### src/uoec_pkg.sv
// Constants, register map and shared arithmetic for the OUT endpoint control/status block.
// Assumes one clock domain and a simple strobe register port with 8-bit data.
package uoec_pkg;

	// ************************************************************
	// Register map
	// ************************************************************
	localparam logic [7:0] UOEC_ADDR_CTRL_LO = 8'h14;
	localparam logic [7:0] UOEC_ADDR_CTRL_HI = 8'h15;
	localparam logic [7:0] UOEC_ADDR_IRQ_STATUS = 8'h40;
	localparam logic [7:0] UOEC_ADDR_IRQ_CLEAR = 8'h41;
	localparam logic [7:0] UOEC_ADDR_IRQ_ENABLE = 8'h42;

	// ************************************************************
	// Field positions
	// ************************************************************
	localparam int UOEC_LO_CLEAR_TOGGLE = 7;
	localparam int UOEC_LO_STALL_SENT = 6;
	localparam int UOEC_LO_STALL_REQUEST = 5;
	localparam int UOEC_LO_FLUSH = 4;
	localparam int UOEC_LO_RX_ERROR = 3;
	localparam int UOEC_LO_PKT_READY = 0;
	localparam int UOEC_HI_DOUBLE_BUF = 7;
	localparam int UOEC_HI_ISO = 6;
	localparam int UOEC_IRQ_PKT_READY = 0;
	localparam int UOEC_IRQ_STALL = 1;
	localparam int UOEC_IRQ_BITS = 2;

	// ************************************************************
	// Reset values and limits
	// ************************************************************
	localparam logic [7:0] UOEC_REG_RESET = 8'h00;
	localparam logic [1:0] UOEC_CNT_RESET = 2'h0;
	localparam logic [1:0] UOEC_CAP_SINGLE = 2'h1;
	localparam logic [1:0] UOEC_CAP_DOUBLE = 2'h2;

	// ************************************************************
	// Shared arithmetic
	// ************************************************************
	// Next buffered packet count; removals floor at zero before the new packet lands
	function automatic logic [1:0] uoec_next_count(input logic [1:0] cnt, input logic inc, input logic [1:0] dec);
		logic [1:0] left;
		left = (dec >= cnt) ? 2'h0 : cnt - dec;
		uoec_next_count = inc ? left + 2'h1 : left;
	endfunction

endpackage

### src/uoec_flag.sv
// Bank of sticky flags set by hardware events and cleared by software.
// Assumes set and clear are one-cycle pulses synchronous to the clock.
`timescale 1ns/1ps
module uoec_flag import uoec_pkg::*; #(
	parameter int W = 1
) (
	input wire logic clk_i,
	input wire logic rst_n_i,
	input wire logic [W-1:0] set_i,
	input wire logic [W-1:0] clr_i,
	output logic [W-1:0] q_o
);

	logic [W-1:0] flag_d;

	// Set wins, so an event landing on the clear cycle is kept
	assign flag_d = set_i | (q_o & ~clr_i);

	// Flag storage
	always_ff @(posedge clk_i or negedge rst_n_i) begin
		if (!rst_n_i) begin
			q_o <= '0;
		end else begin
			q_o <= flag_d;
		end
	end

endmodule // uoec_flag

### src/uoec_pkt_cnt.sv
// Count of complete OUT packets waiting in the endpoint FIFO.
// Assumes the caller only asserts inc_i when the count is below capacity.
`timescale 1ns/1ps
module uoec_pkt_cnt import uoec_pkg::*; (
	input wire logic clk_i,
	input wire logic rst_n_i,
	input wire logic inc_i,
	input wire logic [1:0] dec_i,
	output logic [1:0] cnt_o,
	output logic [1:0] cnt_nxt_o
);

	// Removals and a new arrival may share one cycle
	assign cnt_nxt_o = uoec_next_count(cnt_o, inc_i, dec_i);

	// Count storage
	always_ff @(posedge clk_i or negedge rst_n_i) begin
		if (!rst_n_i) begin
			cnt_o <= UOEC_CNT_RESET;
		end else begin
			cnt_o <= cnt_nxt_o;
		end
	end

endmodule // uoec_pkt_cnt

### src/uoec_top.sv
// OUT endpoint control/status low byte with its packet, stall, flush and error logic.
// Assumes the USB engine gives one-cycle event pulses synchronous to REF_CLK_I.
//
// The plain strobed port was decided locally.
`timescale 1ns/1ps
module uoec_top import uoec_pkg::*; (
	input wire logic REF_CLK_I,
	input wire logic RESETN_I,
	input wire logic [7:0] REG_ADDR_I,
	input wire logic [7:0] REG_WDATA_I,
	input wire logic REG_WR_I,
	input wire logic REG_RD_I,
	output logic [7:0] REG_RDATA_O,
	input wire logic OUT_TOKEN_I,
	input wire logic PKT_DONE_I,
	input wire logic PKT_ERR_I,
	input wire logic TOGGLE_ADV_I,
	output logic STALL_HS_O,
	output logic DATA_TOGGLE_O,
	output logic FIFO_PTR_RST_O,
	output logic PKT_DISCARD_O,
	output logic ISO_MODE_O,
	output logic IRQ_O
);

	// ************************************************************
	// Register decode
	// ************************************************************
	logic wr_lo;
	logic wr_hi;
	logic wr_irq_clr;
	logic wr_irq_en;

	// Address match for each write target
	assign wr_lo = REG_WR_I && (REG_ADDR_I == UOEC_ADDR_CTRL_LO);
	assign wr_hi = REG_WR_I && (REG_ADDR_I == UOEC_ADDR_CTRL_HI);
	assign wr_irq_clr = REG_WR_I && (REG_ADDR_I == UOEC_ADDR_IRQ_CLEAR);
	assign wr_irq_en = REG_WR_I && (REG_ADDR_I == UOEC_ADDR_IRQ_ENABLE);

	// ************************************************************
	// Configuration registers
	// ************************************************************
	logic stall_request_q;
	logic stall_request_d;
	logic iso_q;
	logic iso_d;
	logic double_buf_q;
	logic double_buf_d;
	logic [UOEC_IRQ_BITS-1:0] irq_en_q;
	logic [UOEC_IRQ_BITS-1:0] irq_en_d;

	// Next values of the software-owned bits
	assign stall_request_d = wr_lo ? REG_WDATA_I[UOEC_LO_STALL_REQUEST] : stall_request_q;
	assign iso_d = wr_hi ? REG_WDATA_I[UOEC_HI_ISO] : iso_q;
	assign double_buf_d = wr_hi ? REG_WDATA_I[UOEC_HI_DOUBLE_BUF] : double_buf_q;
	assign irq_en_d = wr_irq_en ? REG_WDATA_I[UOEC_IRQ_BITS-1:0] : irq_en_q;

	// Configuration storage
	always_ff @(posedge REF_CLK_I or negedge RESETN_I) begin
		if (!RESETN_I) begin
			stall_request_q <= 1'b0;
			iso_q <= 1'b0;
			double_buf_q <= 1'b0;
			irq_en_q <= '0;
		end else begin
			stall_request_q <= stall_request_d;
			iso_q <= iso_d;
			double_buf_q <= double_buf_d;
			irq_en_q <= irq_en_d;
		end
	end

	// ************************************************************
	// Packet accounting
	// ************************************************************
	logic [1:0] pkt_cnt;
	logic [1:0] pkt_cnt_nxt;
	logic [1:0] pkt_cap;
	logic pkt_ready;
	logic pkt_accept;
	logic unload;
	logic flush_q;
	logic flush_d;
	logic flush_done;
	logic [1:0] pkt_dec;
	logic ready_clear;

	// Capacity follows the double-buffer setting
	assign pkt_cap = double_buf_q ? UOEC_CAP_DOUBLE : UOEC_CAP_SINGLE;
	// Ready shows whenever a whole packet waits; a second one reappears after unload
	assign pkt_ready = (pkt_cnt != UOEC_CNT_RESET);
	// A stalled endpoint takes no data; a full FIFO drops the packet
	assign pkt_accept = PKT_DONE_I && !stall_request_q && (pkt_cnt < pkt_cap);
	// Firmware writing ready low ends the current packet
	assign unload = wr_lo && !REG_WDATA_I[UOEC_LO_PKT_READY] && pkt_ready;
	// Flush is held one cycle, then carried out, so the bit can be polled
	assign flush_d = wr_lo && REG_WDATA_I[UOEC_LO_FLUSH];
	assign flush_done = flush_q;
	// Unload and flush each take away one packet only
	assign pkt_dec = {1'b0, unload} + {1'b0, flush_done};
	assign ready_clear = unload || (flush_done && pkt_ready);

	uoec_pkt_cnt u_pkt_cnt (
		.clk_i(REF_CLK_I),
		.rst_n_i(RESETN_I),
		.inc_i(pkt_accept),
		.dec_i(pkt_dec),
		.cnt_o(pkt_cnt),
		.cnt_nxt_o(pkt_cnt_nxt)
	);

	// ************************************************************
	// Flush, stall and toggle sequencing
	// ************************************************************
	logic stall_hs_d;
	logic toggle_d;
	logic clear_toggle;

	// Every OUT token met while stalled is answered with a stall handshake
	assign stall_hs_d = OUT_TOKEN_I && stall_request_q;
	assign clear_toggle = wr_lo && REG_WDATA_I[UOEC_LO_CLEAR_TOGGLE];
	// Clear beats a simultaneous advance so firmware always sees zero after it
	assign toggle_d = clear_toggle ? 1'b0 : (TOGGLE_ADV_I ? !DATA_TOGGLE_O : DATA_TOGGLE_O);

	// Sequencing storage; the pointer-reset pulse also goes out when the FIFO is empty, the discard pulse does not
	always_ff @(posedge REF_CLK_I or negedge RESETN_I) begin
		if (!RESETN_I) begin
			flush_q <= 1'b0;
			STALL_HS_O <= 1'b0;
			DATA_TOGGLE_O <= 1'b0;
			FIFO_PTR_RST_O <= 1'b0;
			PKT_DISCARD_O <= 1'b0;
			ISO_MODE_O <= 1'b0;
		end else begin
			flush_q <= flush_d;
			STALL_HS_O <= stall_hs_d;
			DATA_TOGGLE_O <= toggle_d;
			FIFO_PTR_RST_O <= flush_done;
			PKT_DISCARD_O <= flush_done && pkt_ready;
			ISO_MODE_O <= iso_d;
		end
	end

	// ************************************************************
	// Status flags
	// ************************************************************
	logic stall_sent_q;
	logic stall_sent_clr;
	logic rx_error_q;
	logic rx_error_set;
	logic [UOEC_IRQ_BITS-1:0] irq_status_q;
	logic [UOEC_IRQ_BITS-1:0] irq_set;
	logic [UOEC_IRQ_BITS-1:0] irq_clr;
	logic ready_event;

	// Firmware clears stall-sent by writing zero to it
	assign stall_sent_clr = wr_lo && !REG_WDATA_I[UOEC_LO_STALL_SENT];
	// Errors only latch in isochronous mode, where the flag carries meaning
	assign rx_error_set = pkt_accept && PKT_ERR_I && iso_q;
	// Ready rises, or rises again after an unload or a flush with a packet still queued
	assign ready_event = (pkt_cnt_nxt != UOEC_CNT_RESET) && (!pkt_ready || (pkt_dec != 2'h0));
	assign irq_set = {stall_hs_d, ready_event};
	assign irq_clr = wr_irq_clr ? REG_WDATA_I[UOEC_IRQ_BITS-1:0] : '0;

	uoec_flag #(.W(1)) u_stall_sent (
		.clk_i(REF_CLK_I),
		.rst_n_i(RESETN_I),
		.set_i(stall_hs_d),
		.clr_i(stall_sent_clr),
		.q_o(stall_sent_q)
	);

	uoec_flag #(.W(1)) u_rx_error (
		.clk_i(REF_CLK_I),
		.rst_n_i(RESETN_I),
		.set_i(rx_error_set),
		.clr_i(ready_clear),
		.q_o(rx_error_q)
	);

	uoec_flag #(.W(UOEC_IRQ_BITS)) u_irq_status (
		.clk_i(REF_CLK_I),
		.rst_n_i(RESETN_I),
		.set_i(irq_set),
		.clr_i(irq_clr),
		.q_o(irq_status_q)
	);

	// ************************************************************
	// Read data and interrupt
	// ************************************************************
	logic [7:0] ctrl_lo_val;
	logic [7:0] ctrl_hi_val;
	logic [7:0] rdata_d;
	logic irq_d;

	// Clear-toggle is a command and reads back zero; excluded bits read zero
	assign ctrl_lo_val = {1'b0, stall_sent_q, stall_request_q, flush_q, rx_error_q, 2'b00, pkt_ready};
	assign ctrl_hi_val = {double_buf_q, iso_q, 6'h00};
	// Unmapped addresses and the write-only clear register read zero
	assign rdata_d = !REG_RD_I ? UOEC_REG_RESET :
		(REG_ADDR_I == UOEC_ADDR_CTRL_LO) ? ctrl_lo_val :
		(REG_ADDR_I == UOEC_ADDR_CTRL_HI) ? ctrl_hi_val :
		(REG_ADDR_I == UOEC_ADDR_IRQ_STATUS) ? {6'h00, irq_status_q} :
		(REG_ADDR_I == UOEC_ADDR_IRQ_ENABLE) ? {6'h00, irq_en_q} : UOEC_REG_RESET;
	assign irq_d = |(irq_status_q & irq_en_q);

	// Read data stand only in the cycle after the strobe
	always_ff @(posedge REF_CLK_I or negedge RESETN_I) begin
		if (!RESETN_I) begin
			REG_RDATA_O <= UOEC_REG_RESET;
			IRQ_O <= 1'b0;
		end else begin
			REG_RDATA_O <= rdata_d;
			IRQ_O <= irq_d;
		end
	end

endmodule // uoec_top

### config.mk
export PLATFORM = sky130hd
export DESIGN_NAME = uoec_top
export DESIGN_NICKNAME = d
export VERILOG_FILES = /design/src/uoec_pkg.sv /design/src/uoec_flag.sv /design/src/uoec_pkt_cnt.sv /design/src/uoec_top.sv
export SDC_FILE = /design/constraint.sdc
export NUM_CORES = 1
export LEC_CHECK = 0
export BUFFER_PORTS_ARGS = -buffer_cell sky130_fd_sc_hd__buf_2
export CAP_MARGIN = 5
export CORE_MARGIN = 3
export CORE_UTILIZATION = 35
export CTS_CLUSTER_DIAMETER = 30
export DETAILED_ROUTE_END_ITERATION = 16
export HOLD_SLACK_MARGIN = 0.03
export SETUP_SLACK_MARGIN = 0.5
export SYNTH_ARGS = -nofsm -noshare
export SYNTH_HDL_FRONTEND = slang
export SYNTH_SLANG_ARGS = --single-unit
### constraint.sdc
create_clock -name REF_CLK_I -period 5.4 [get_ports REF_CLK_I]
set_input_delay 0.81 -clock REF_CLK_I [delete_from_list [all_inputs] [get_ports REF_CLK_I]]
set_output_delay 0.81 -clock REF_CLK_I [all_outputs]
set_load 0.02 [all_outputs]
==> results of run 1 <==
==> metrics by stage <==
| stage | util, % | instance area (um^2) |
|---|---|---|
| finish | 45.0 | 1410 |
| global route | 45.0 | 1410 |
| CTS | 45.0 | 1410 |
| detailed placement | 44.2 | 1380 |
| global placement | 44.2 | 1380 |
| floorplan | - | 1180 |
==> worst register-to-register path: cells and delay by family (launching register included) <==
family	cells	cell delay, ns
adders and majority gates	3	0.93
and+or+nand+nor	3	0.64
DFF	1	0.49
AOI/OAI and AO/OA	2	0.47
muxes	1	0.14
buffers and inverters	1	0.06
==> flip-flops by register name (all words and copies together), names as in the netlist <==
name              cells
ISO_MODE_O            1
u_pkt_cnt.cnt_o       2
PKT_DISCARD_O         1
double_buf_q          1
DATA_TOGGLE_O         1
REG_RDATA_O           7
irq_en_q              2
FIFO_PTR_RST_O        1
IRQ_O                 1
stall_request_q       1
STALL_HS_O            1
u_rx_error.q_o        1
flush_done            1
u_stall_sent.q_o      1
u_irq_status.q_o      2
==> how the worst max path moves through the flow <==
stage	start	end	slack (ns)	cells past startpoint
after floorplan	REG_ADDR_I[6]	u_irq_status.q_o[0]	2.15	11
after global placement	REG_ADDR_I[0]	u_irq_status.q_o[0]	1.69	12
after detailed placement	REG_ADDR_I[0]	u_irq_status.q_o[0]	1.63	12
after CTS	REG_ADDR_I[0]	u_irq_status.q_o[0]	1.96	12
after global routing	REG_ADDR_I[0]	u_irq_status.q_o[0]	1.73	12
final	REG_ADDR_I[0]	u_irq_status.q_o[0]	1.98	12
==> area by class of cell <==
class | instances | area (um^2)
timing repair buffer | 34 | 170
inverter | 8 | 30.0
fill | 302 | 1720
sequential | 24 | 601
multi-input combinational | 68 | 528
tap | 44 | 55.1
clock buffer | 3 | 22.5
==> cell usage after synthesis <==
library cell / count
nor2b_1: 4
conb_1: 1
o21ai_0: 7
nor3_4: 1
and3_1: 2
a41oi_1: 1
nor2_1: 7
a21boi_0: 1
or3_1: 1
a22o_1: 2
nand3_4: 1
ha_1: 5
mux2i_1: 2
and4bb_4: 1
nand2b_1: 1
a21o_1: 1
nand2_1: 5
inv_1: 8
and2_1: 2
xnor2_1: 2
buf_4: 1
a31oi_1: 1
xor2_1: 1
fa_1: 1
mux2_4: 2
buf_6: 1
and3_2: 4
dfrtp_1: 24
a21oi_1: 1
and2_4: 1
nand3_1: 5
mux2_2: 5
==> layer usage <==
layer	part of all wire (%)	GRT usage, %
met5	0	0
met4	2.3	6.47
met3	4.9	2.46
met2	48	22.2
met1	44	15.6
==> power breakdown <==
part	switching (uW)	leakage (uW)	internal, uW
sequential	20.7	0.000318	202
clock	51.3	0.0000138	26.1
combinational	61.9	0.000411	52.6
==> kinds of logic (layout without fill, tap and decap cells) <==
family / after synthesis / in the layout / synth area share [%]
simple gates: 35 / 35 / 18.8
flops: 24 / 24 / 51.0
compound gates: 14 / 14 / 7.44
buf+inv: 10 / 45 / 4.14
mux: 9 / 9 / 9.03
fa+ha+maj: 6 / 6 / 7.01
xor+xnor: 3 / 3 / 2.23
other cells: 1 / 1 / 0.319
==> impl_metrics.py, run 1 <==
metrics = {
    "run_status": {
        "status": "finished, final reports clean",
    },
    "clock_network": {
        "cts_max_path_buffers": 2,
        "htree_levels": 1,
        "clk_pin_slew_ns": 0.12,
        "cts_resized": 0,
        "cts_setup_buffers": 0,
        "cts-root-buf": "clkbuf_4",
        "insertion_delay_ns": 0.31,
        "cts_tree": "yes",
        "cts_hold_buf": 0,
        "clock_sinks": 24,
        "cts-buffers-inserted": 3,
    },
    "flow_run": {
        "drv_cap": 0,
    },
    "yosys": {
        "synth_seq_cells": 24,
        "avgSynthCellArea_um2": 11.5,
        "synth_top_cell_area_share_pct": 51.0,
        "synthTopCellsByArea": "dfrtp_1 51%, ha_1 5.3%, mux2_2 4.8%",
        "yosys_warnings": 0,
        "syn_nets": 132,
        "synthCells": 102,
        "yosys.area.top_type": "dfrtp_1",
        "synth.distinct_cells": 32,
        "seq_area_frac_synth_pct": 51.0,
        "synth_area_mm2": 0.00118,
    },
    "layout": {
        "area_growth_pct": 19.4,
        "mostFrequentLayoutCells": "34 x buf_2, 24 x dfrtp_1, 8 x inv_1",
        "layout-drive-gt1-share_pct": 38.0,
        "fin_nets": 169,
        "layout_commonest_cell": "buf_2",
        "fin_cells": 181,
        "diodes": 0,
    },
    "critical_path": {
        "slowest_stage": "fa_1",
        "cpPeakStageDelay_ns": 0.46,
        "cp_num_buf_inv": 2,
        "r2r-start": "u_pkt_cnt.cnt_o[1]",
        "critPathCaptureType": "flop",
        "reg2reg_to": "u_irq_status.q_o[0]",
        "arrival_ns": 3.63,
        "r2r_cells": 10,
        "crit_family": "simple AND/OR/NAND/NOR gates",
        "reg2reg_slack_ns": 2.58,
        "critPathMaxFanout": 6,
        "crit_type": "in2reg",
        "cp-start-kind": "input port",
        "path_cells": "buf_2 -> nor2b_1 -> nand3_1 -> or3_1 -> ha_1 -> ha_1 -> inv_1 -> fa_1 -> nor2b_1 -> o21ai_0 -> mux2i_1 -> a22o_1",
        "required_ns": 5.61,
    },
    "route": {
        "dr.pass1.iters": 4,
        "drtIter0Drc": 26,
        "post_drt_via_cell_ratio": 4.59,
        "drc": 0,
        "wirelength_um": 2320,
        "ant_nets": 0,
        "post_drt_wl_per_cell_um": 12.8,
        "vias": 831,
    },
    "global_route": {
        "antenna_found_initial": 0,
        "grt_start_max_net_pins": 25,
        "overflow": 0,
        "grt_pass1_wl_um": 4120,
        "grt_pass1_vias": 894,
        "track_usage_pct": 13.0,
    },
    "sta": {
        "slew_violations": 0,
        "hold_viol": 0,
        "holdWs_ns": 0.455,
        "rsz0062_at_grt": "no",
        "setup_viol": 0,
        "tightest_slew_ns": 0.529,
        "layout_setup_ws_ns": 1.98,
        "post-route-period-util_pct": 63.3,
        "finClkSkew_ns": 0.00331,
        "period_minus_slack_ns": 3.42,
        "slew_headroom_pct": 64.8,
        "tns_ns": 0,
        "timing.fmax_ghz": 0.293,
    },
    "die": {
        "io_pins": 38,
        "die_h_um": 64,
        "die_area_mm2": 0.00410,
        "start_util_pct": 37.6,
        "core_mm2": 0.00313,
        "die_w_um": 64,
        "num_rows": 20,
    },
    "pwr": {
        "cellPowerDensity_mw_per_mm2": 295,
        "vdd_drop_max_v": 0.0000982,
        "finalPower_uw": 415,
        "power.leakage_uw": 0.000742,
    },
    "place": {
        "placed_cells": 178,
        "dpl_worst_slack_ns": 1.63,
        "portBuffers": 34,
        "dp_hpwl_um": 1820,
        "gp_congestion": 0.850,
    },
    "worst_hold_path": {
        "min-delay-path-class": "in2async",
    },
}
Power figures use the tool's default switching activity.
==> run 2: changes to the inputs <==
--- a/config.mk
+++ b/config.mk
@@ -5,6 +5,7 @@
 export SDC_FILE = /design/constraint.sdc
 export NUM_CORES = 1
 export LEC_CHECK = 0
+export ABC_AREA = 1
 export BUFFER_PORTS_ARGS = -buffer_cell sky130_fd_sc_hd__buf_2
 export CAP_MARGIN = 5
 export CORE_MARGIN = 3
==> constraint.sdc (replaced) <==
create_clock -name REF_CLK_I -period 3.2 [get_ports REF_CLK_I]
set_input_delay 0.48 -clock REF_CLK_I [delete_from_list [all_inputs] [get_ports REF_CLK_I]]
set_output_delay 0.48 -clock REF_CLK_I [all_outputs]
set_load 0.02 [all_outputs]
==> run 2 against run 1 <==
First-iteration DRC count grew 58%. Cell count grew 35%. Worst hold slack lost 0.28 ns. Register-to-register slack lost 1.8 ns. Combinational power shrank 19%. Clock skew grew 0.0046 ns. Sequential share of layout area shrank 4.9 points. Design area grew 13%. Die area grew 8.7%. Clock power grew to 2.6 times the previous value. Non-clock buffer count grew 1.
==> impl_metrics.py, run 2 <==
metrics = {
    "run_status": {
        "status": "finished, final reports clean",
    },
    "yosys": {
        "synth_seq_cells": 24,
        "synth_top_cell_area_share_pct": 46.5,
        "yosysMostFrequentCell": "nand2_1",
        "synthAdderAreaFrac_pct": 6.40,
        "syn_nets": 191,
        "synth_common_cells": "36 x nand2_1, 31 x inv_1, 24 x dfrtp_1",
        "synthTopCellsByArea": "dfrtp_1 47%, nand2_1 10%, inv_1 9.0%",
        "synthMuxAreaShare_pct": 0,
        "yosys.area_share.simple_pct": 29.7,
        "synth_area_mm2": 0.00129,
        "seq_area_frac_synth_pct": 46.5,
        "yosys_warnings": 0,
        "synth_flop_cell": "dfrtp_1",
        "synth-edff-count": 0,
        "synth_compound_area_share_pct": 5.91,
        "synthXorXnorAreaFrac_pct": 0.678,
        "avgSynthCellArea_um2": 8.02,
        "synth_top_family_by_area": "simple AND/OR/NAND/NOR gates",
        "async_flop_share_pct": 100,
        "yosys.area.top_type": "dfrtp_1",
        "synth.distinct_cells": 28,
        "synthCells": 161,
    },
    "flow_run": {
        "drv_cap": 0,
    },
    "sta": {
        "slew_headroom_pct": 64.8,
        "tns_ns": 0,
        "layout_setup_ws_ns": 0.714,
        "rsz0062_at_grt": "no",
        "timing.fmax_ghz": 0.402,
        "tightest_slew_ns": 0.527,
        "slew_violations": 0,
        "finClkSkew_ns": 0.00786,
        "hold_viol": 0,
        "setup_viol": 0,
        "period_minus_slack_ns": 2.49,
        "post-route-period-util_pct": 77.7,
    },
    "layout": {
        "diodes": 0,
        "utilization_pct": 46.1,
        "layout-drive-gt1-share_pct": 26.1,
        "fin_nets": 230,
        "mostFrequentLayoutCells": "36 x nand2_1, 34 x buf_2, 31 x inv_1",
        "multiInputGateArea_um2": 568,
        "layout_commonest_cell": "nand2_1",
        "fill_cells": 363,
        "largest_register_ff_count": 7,
        "seqCellArea_um2": 601,
        "regMostFlops": "REG_RDATA_O",
        "area_growth_pct": 23.0,
    },
    "place": {
        "portBuffers": 34,
        "dp_hpwl_um": 2070,
        "gp_congestion": 0.755,
        "dpl_worst_slack_ns": 0.359,
    },
    "critical_path": {
        "critPathMaxFanout": 4,
        "required_ns": 3.36,
        "arrival_ns": 2.64,
        "critPathCaptureType": "flop",
        "crit_type": "in2reg",
        "cp-start-kind": "input port",
    },
    "pwr": {
        "power.leakage_uw": 0.000900,
        "vdd_drop_max_v": 0.000323,
        "cellPowerDensity_mw_per_mm2": 397,
    },
    "clock_network": {
        "cts_hold_buf": 0,
        "cts-root-buf": "clkbuf_8",
        "insertion_delay_ns": 0.27,
        "cts-buffers-inserted": 3,
        "clock_sinks": 24,
        "htree_levels": 1,
        "cts_max_path_buffers": 2,
        "cts_tree": "yes",
        "clk_pin_slew_ns": 0.08,
    },
    "route": {
        "dr.pass1.iters": 4,
        "ant_nets": 0,
        "vias": 1107,
        "wirelength_um": 2570,
        "drc": 0,
        "post_drt_via_cell_ratio": 4.52,
        "drtIter0Drc": 41,
        "post_drt_wl_per_cell_um": 10.5,
    },
    "die": {
        "die_h_um": 66.7,
        "start_util_pct": 37.5,
        "io_pins": 38,
        "num_rows": 21,
        "die_w_um": 66.7,
        "core_mm2": 0.00344,
        "die_area_mm2": 0.00445,
    },
    "global_route": {
        "overflow": 0,
        "track_usage_pct": 12.7,
        "grt_pass1_vias": 982,
        "antenna_found_initial": 0,
        "grt_pass1_wl_um": 4290,
        "grt_start_max_net_pins": 25,
    },
    "worst_hold_path": {
        "min-delay-path-class": "in2async",
    },
}
-- run 2: cell types whose count changed after synthesis, moves of 4 or more --
cell	delta
nand2_1	+31
inv_1	+23
nor2_1	+11
mux2_2	-5
nand3_1	+5
o21ai_1	+5
and3_2	-4
nand4_1	+4
nor2b_1	-4
-- run 2: path summary, 6_finish.rpt --
kind / slack [ns] / endpoint / cells past startpoint / startpoint
setup / recovery: 0.71 / u_irq_status.q_o[0] / 18 / REG_ADDR_I[6]
hold / removal: 0.18 / REG_RDATA_O[5] / 1 / RESETN_I
setup reg to reg: 0.79 / u_irq_status.q_o[0] / 16 / u_pkt_cnt.cnt_o[1]
min in group REF_CLK_I: 0.39 / DATA_TOGGLE_O / 2 / REG_WDATA_I[7]
max in group asynchronous: 2.66 / u_pkt_cnt.cnt_o[1] / 1 / RESETN_I
hold reg to reg: 0.42 / FIFO_PTR_RST_O / 0 / flush_done
-- run 2: layout make-up --
| type | count | area share (%) |
|---|---|---|
| flip-flops and latches | 24 | 37.8 |
| multi-input cells | 102 | 35.8 |
| repair buffers | 35 | 11.2 |
| inverters | 34 | 8.12 |
| well taps | 46 | 3.62 |
| clock buffers | 4 | 3.47 |
-- run 2: critical path, cell delays in order --
cell and delay [ns]:
buf_2 0.10, inv_1 0.08, nand4_4 0.13, nor2_4 0.17
nand2_4 0.10, nor2_4 0.12, inv_1 0.05, ha_1 0.27
ha_1 0.13, inv_1 0.04, fa_1 0.50, inv_1 0.06
nand4_1 0.09, nand2_1 0.05, nand2_1 0.07, nand3_1 0.08
nand2_1 0.06, nand2_1 0.04
-- run 2: power by group --
part / internal [uW] / switching (uW) / total [uW]
Combinational: 35.1 / 57.6 / 92.8
Sequential: 321 / 13.4 / 335
Clock: 110 / 92.9 / 203
Total: 466 / 164 / 630
-- run 2: what timing repair did --
action                                  CTS  global route
endpoints found under the setup margin    0             1
resized for setup                         0             2
buffers inserted                          0             1
-- run 2: per-layer routing --
layer	routed length [um]	up-vias	part of all wire, %	GRT usage [%]
met5	0	-	0	0
met4	11	0	0.43	3.05
met3	141	2	5.5	3.54
met2	1180	24	46	19.4
met1	1240	512	48	17.7
li1	-	569	-	-
-- run 2: cell families (layout without fill, tap and decap cells) --
group / after synthesis / count (layout)
simple gates: 81 / 81
flops: 24 / 24
fa+ha+maj: 6 / 6
other cells: 1 / 1
compound gates: 13 / 13
buf+inv: 35 / 73
xor+xnor: 1 / 1
-- run 2: metrics by stage --
stage | total power, uW | cell area, um^2 | instances | hold slack, ns
floorplan | 392 | 1290 | 161 | 0.184
global placement | 432 | 1510 | 240 | 0.395
detailed placement | 432 | 1510 | 240 | 0.408
CTS | 640 | 1570 | 244 | 0.198
global route | 668 | 1590 | 245 | 0.220
finish | 630 | 1590 | 245 | 0.180
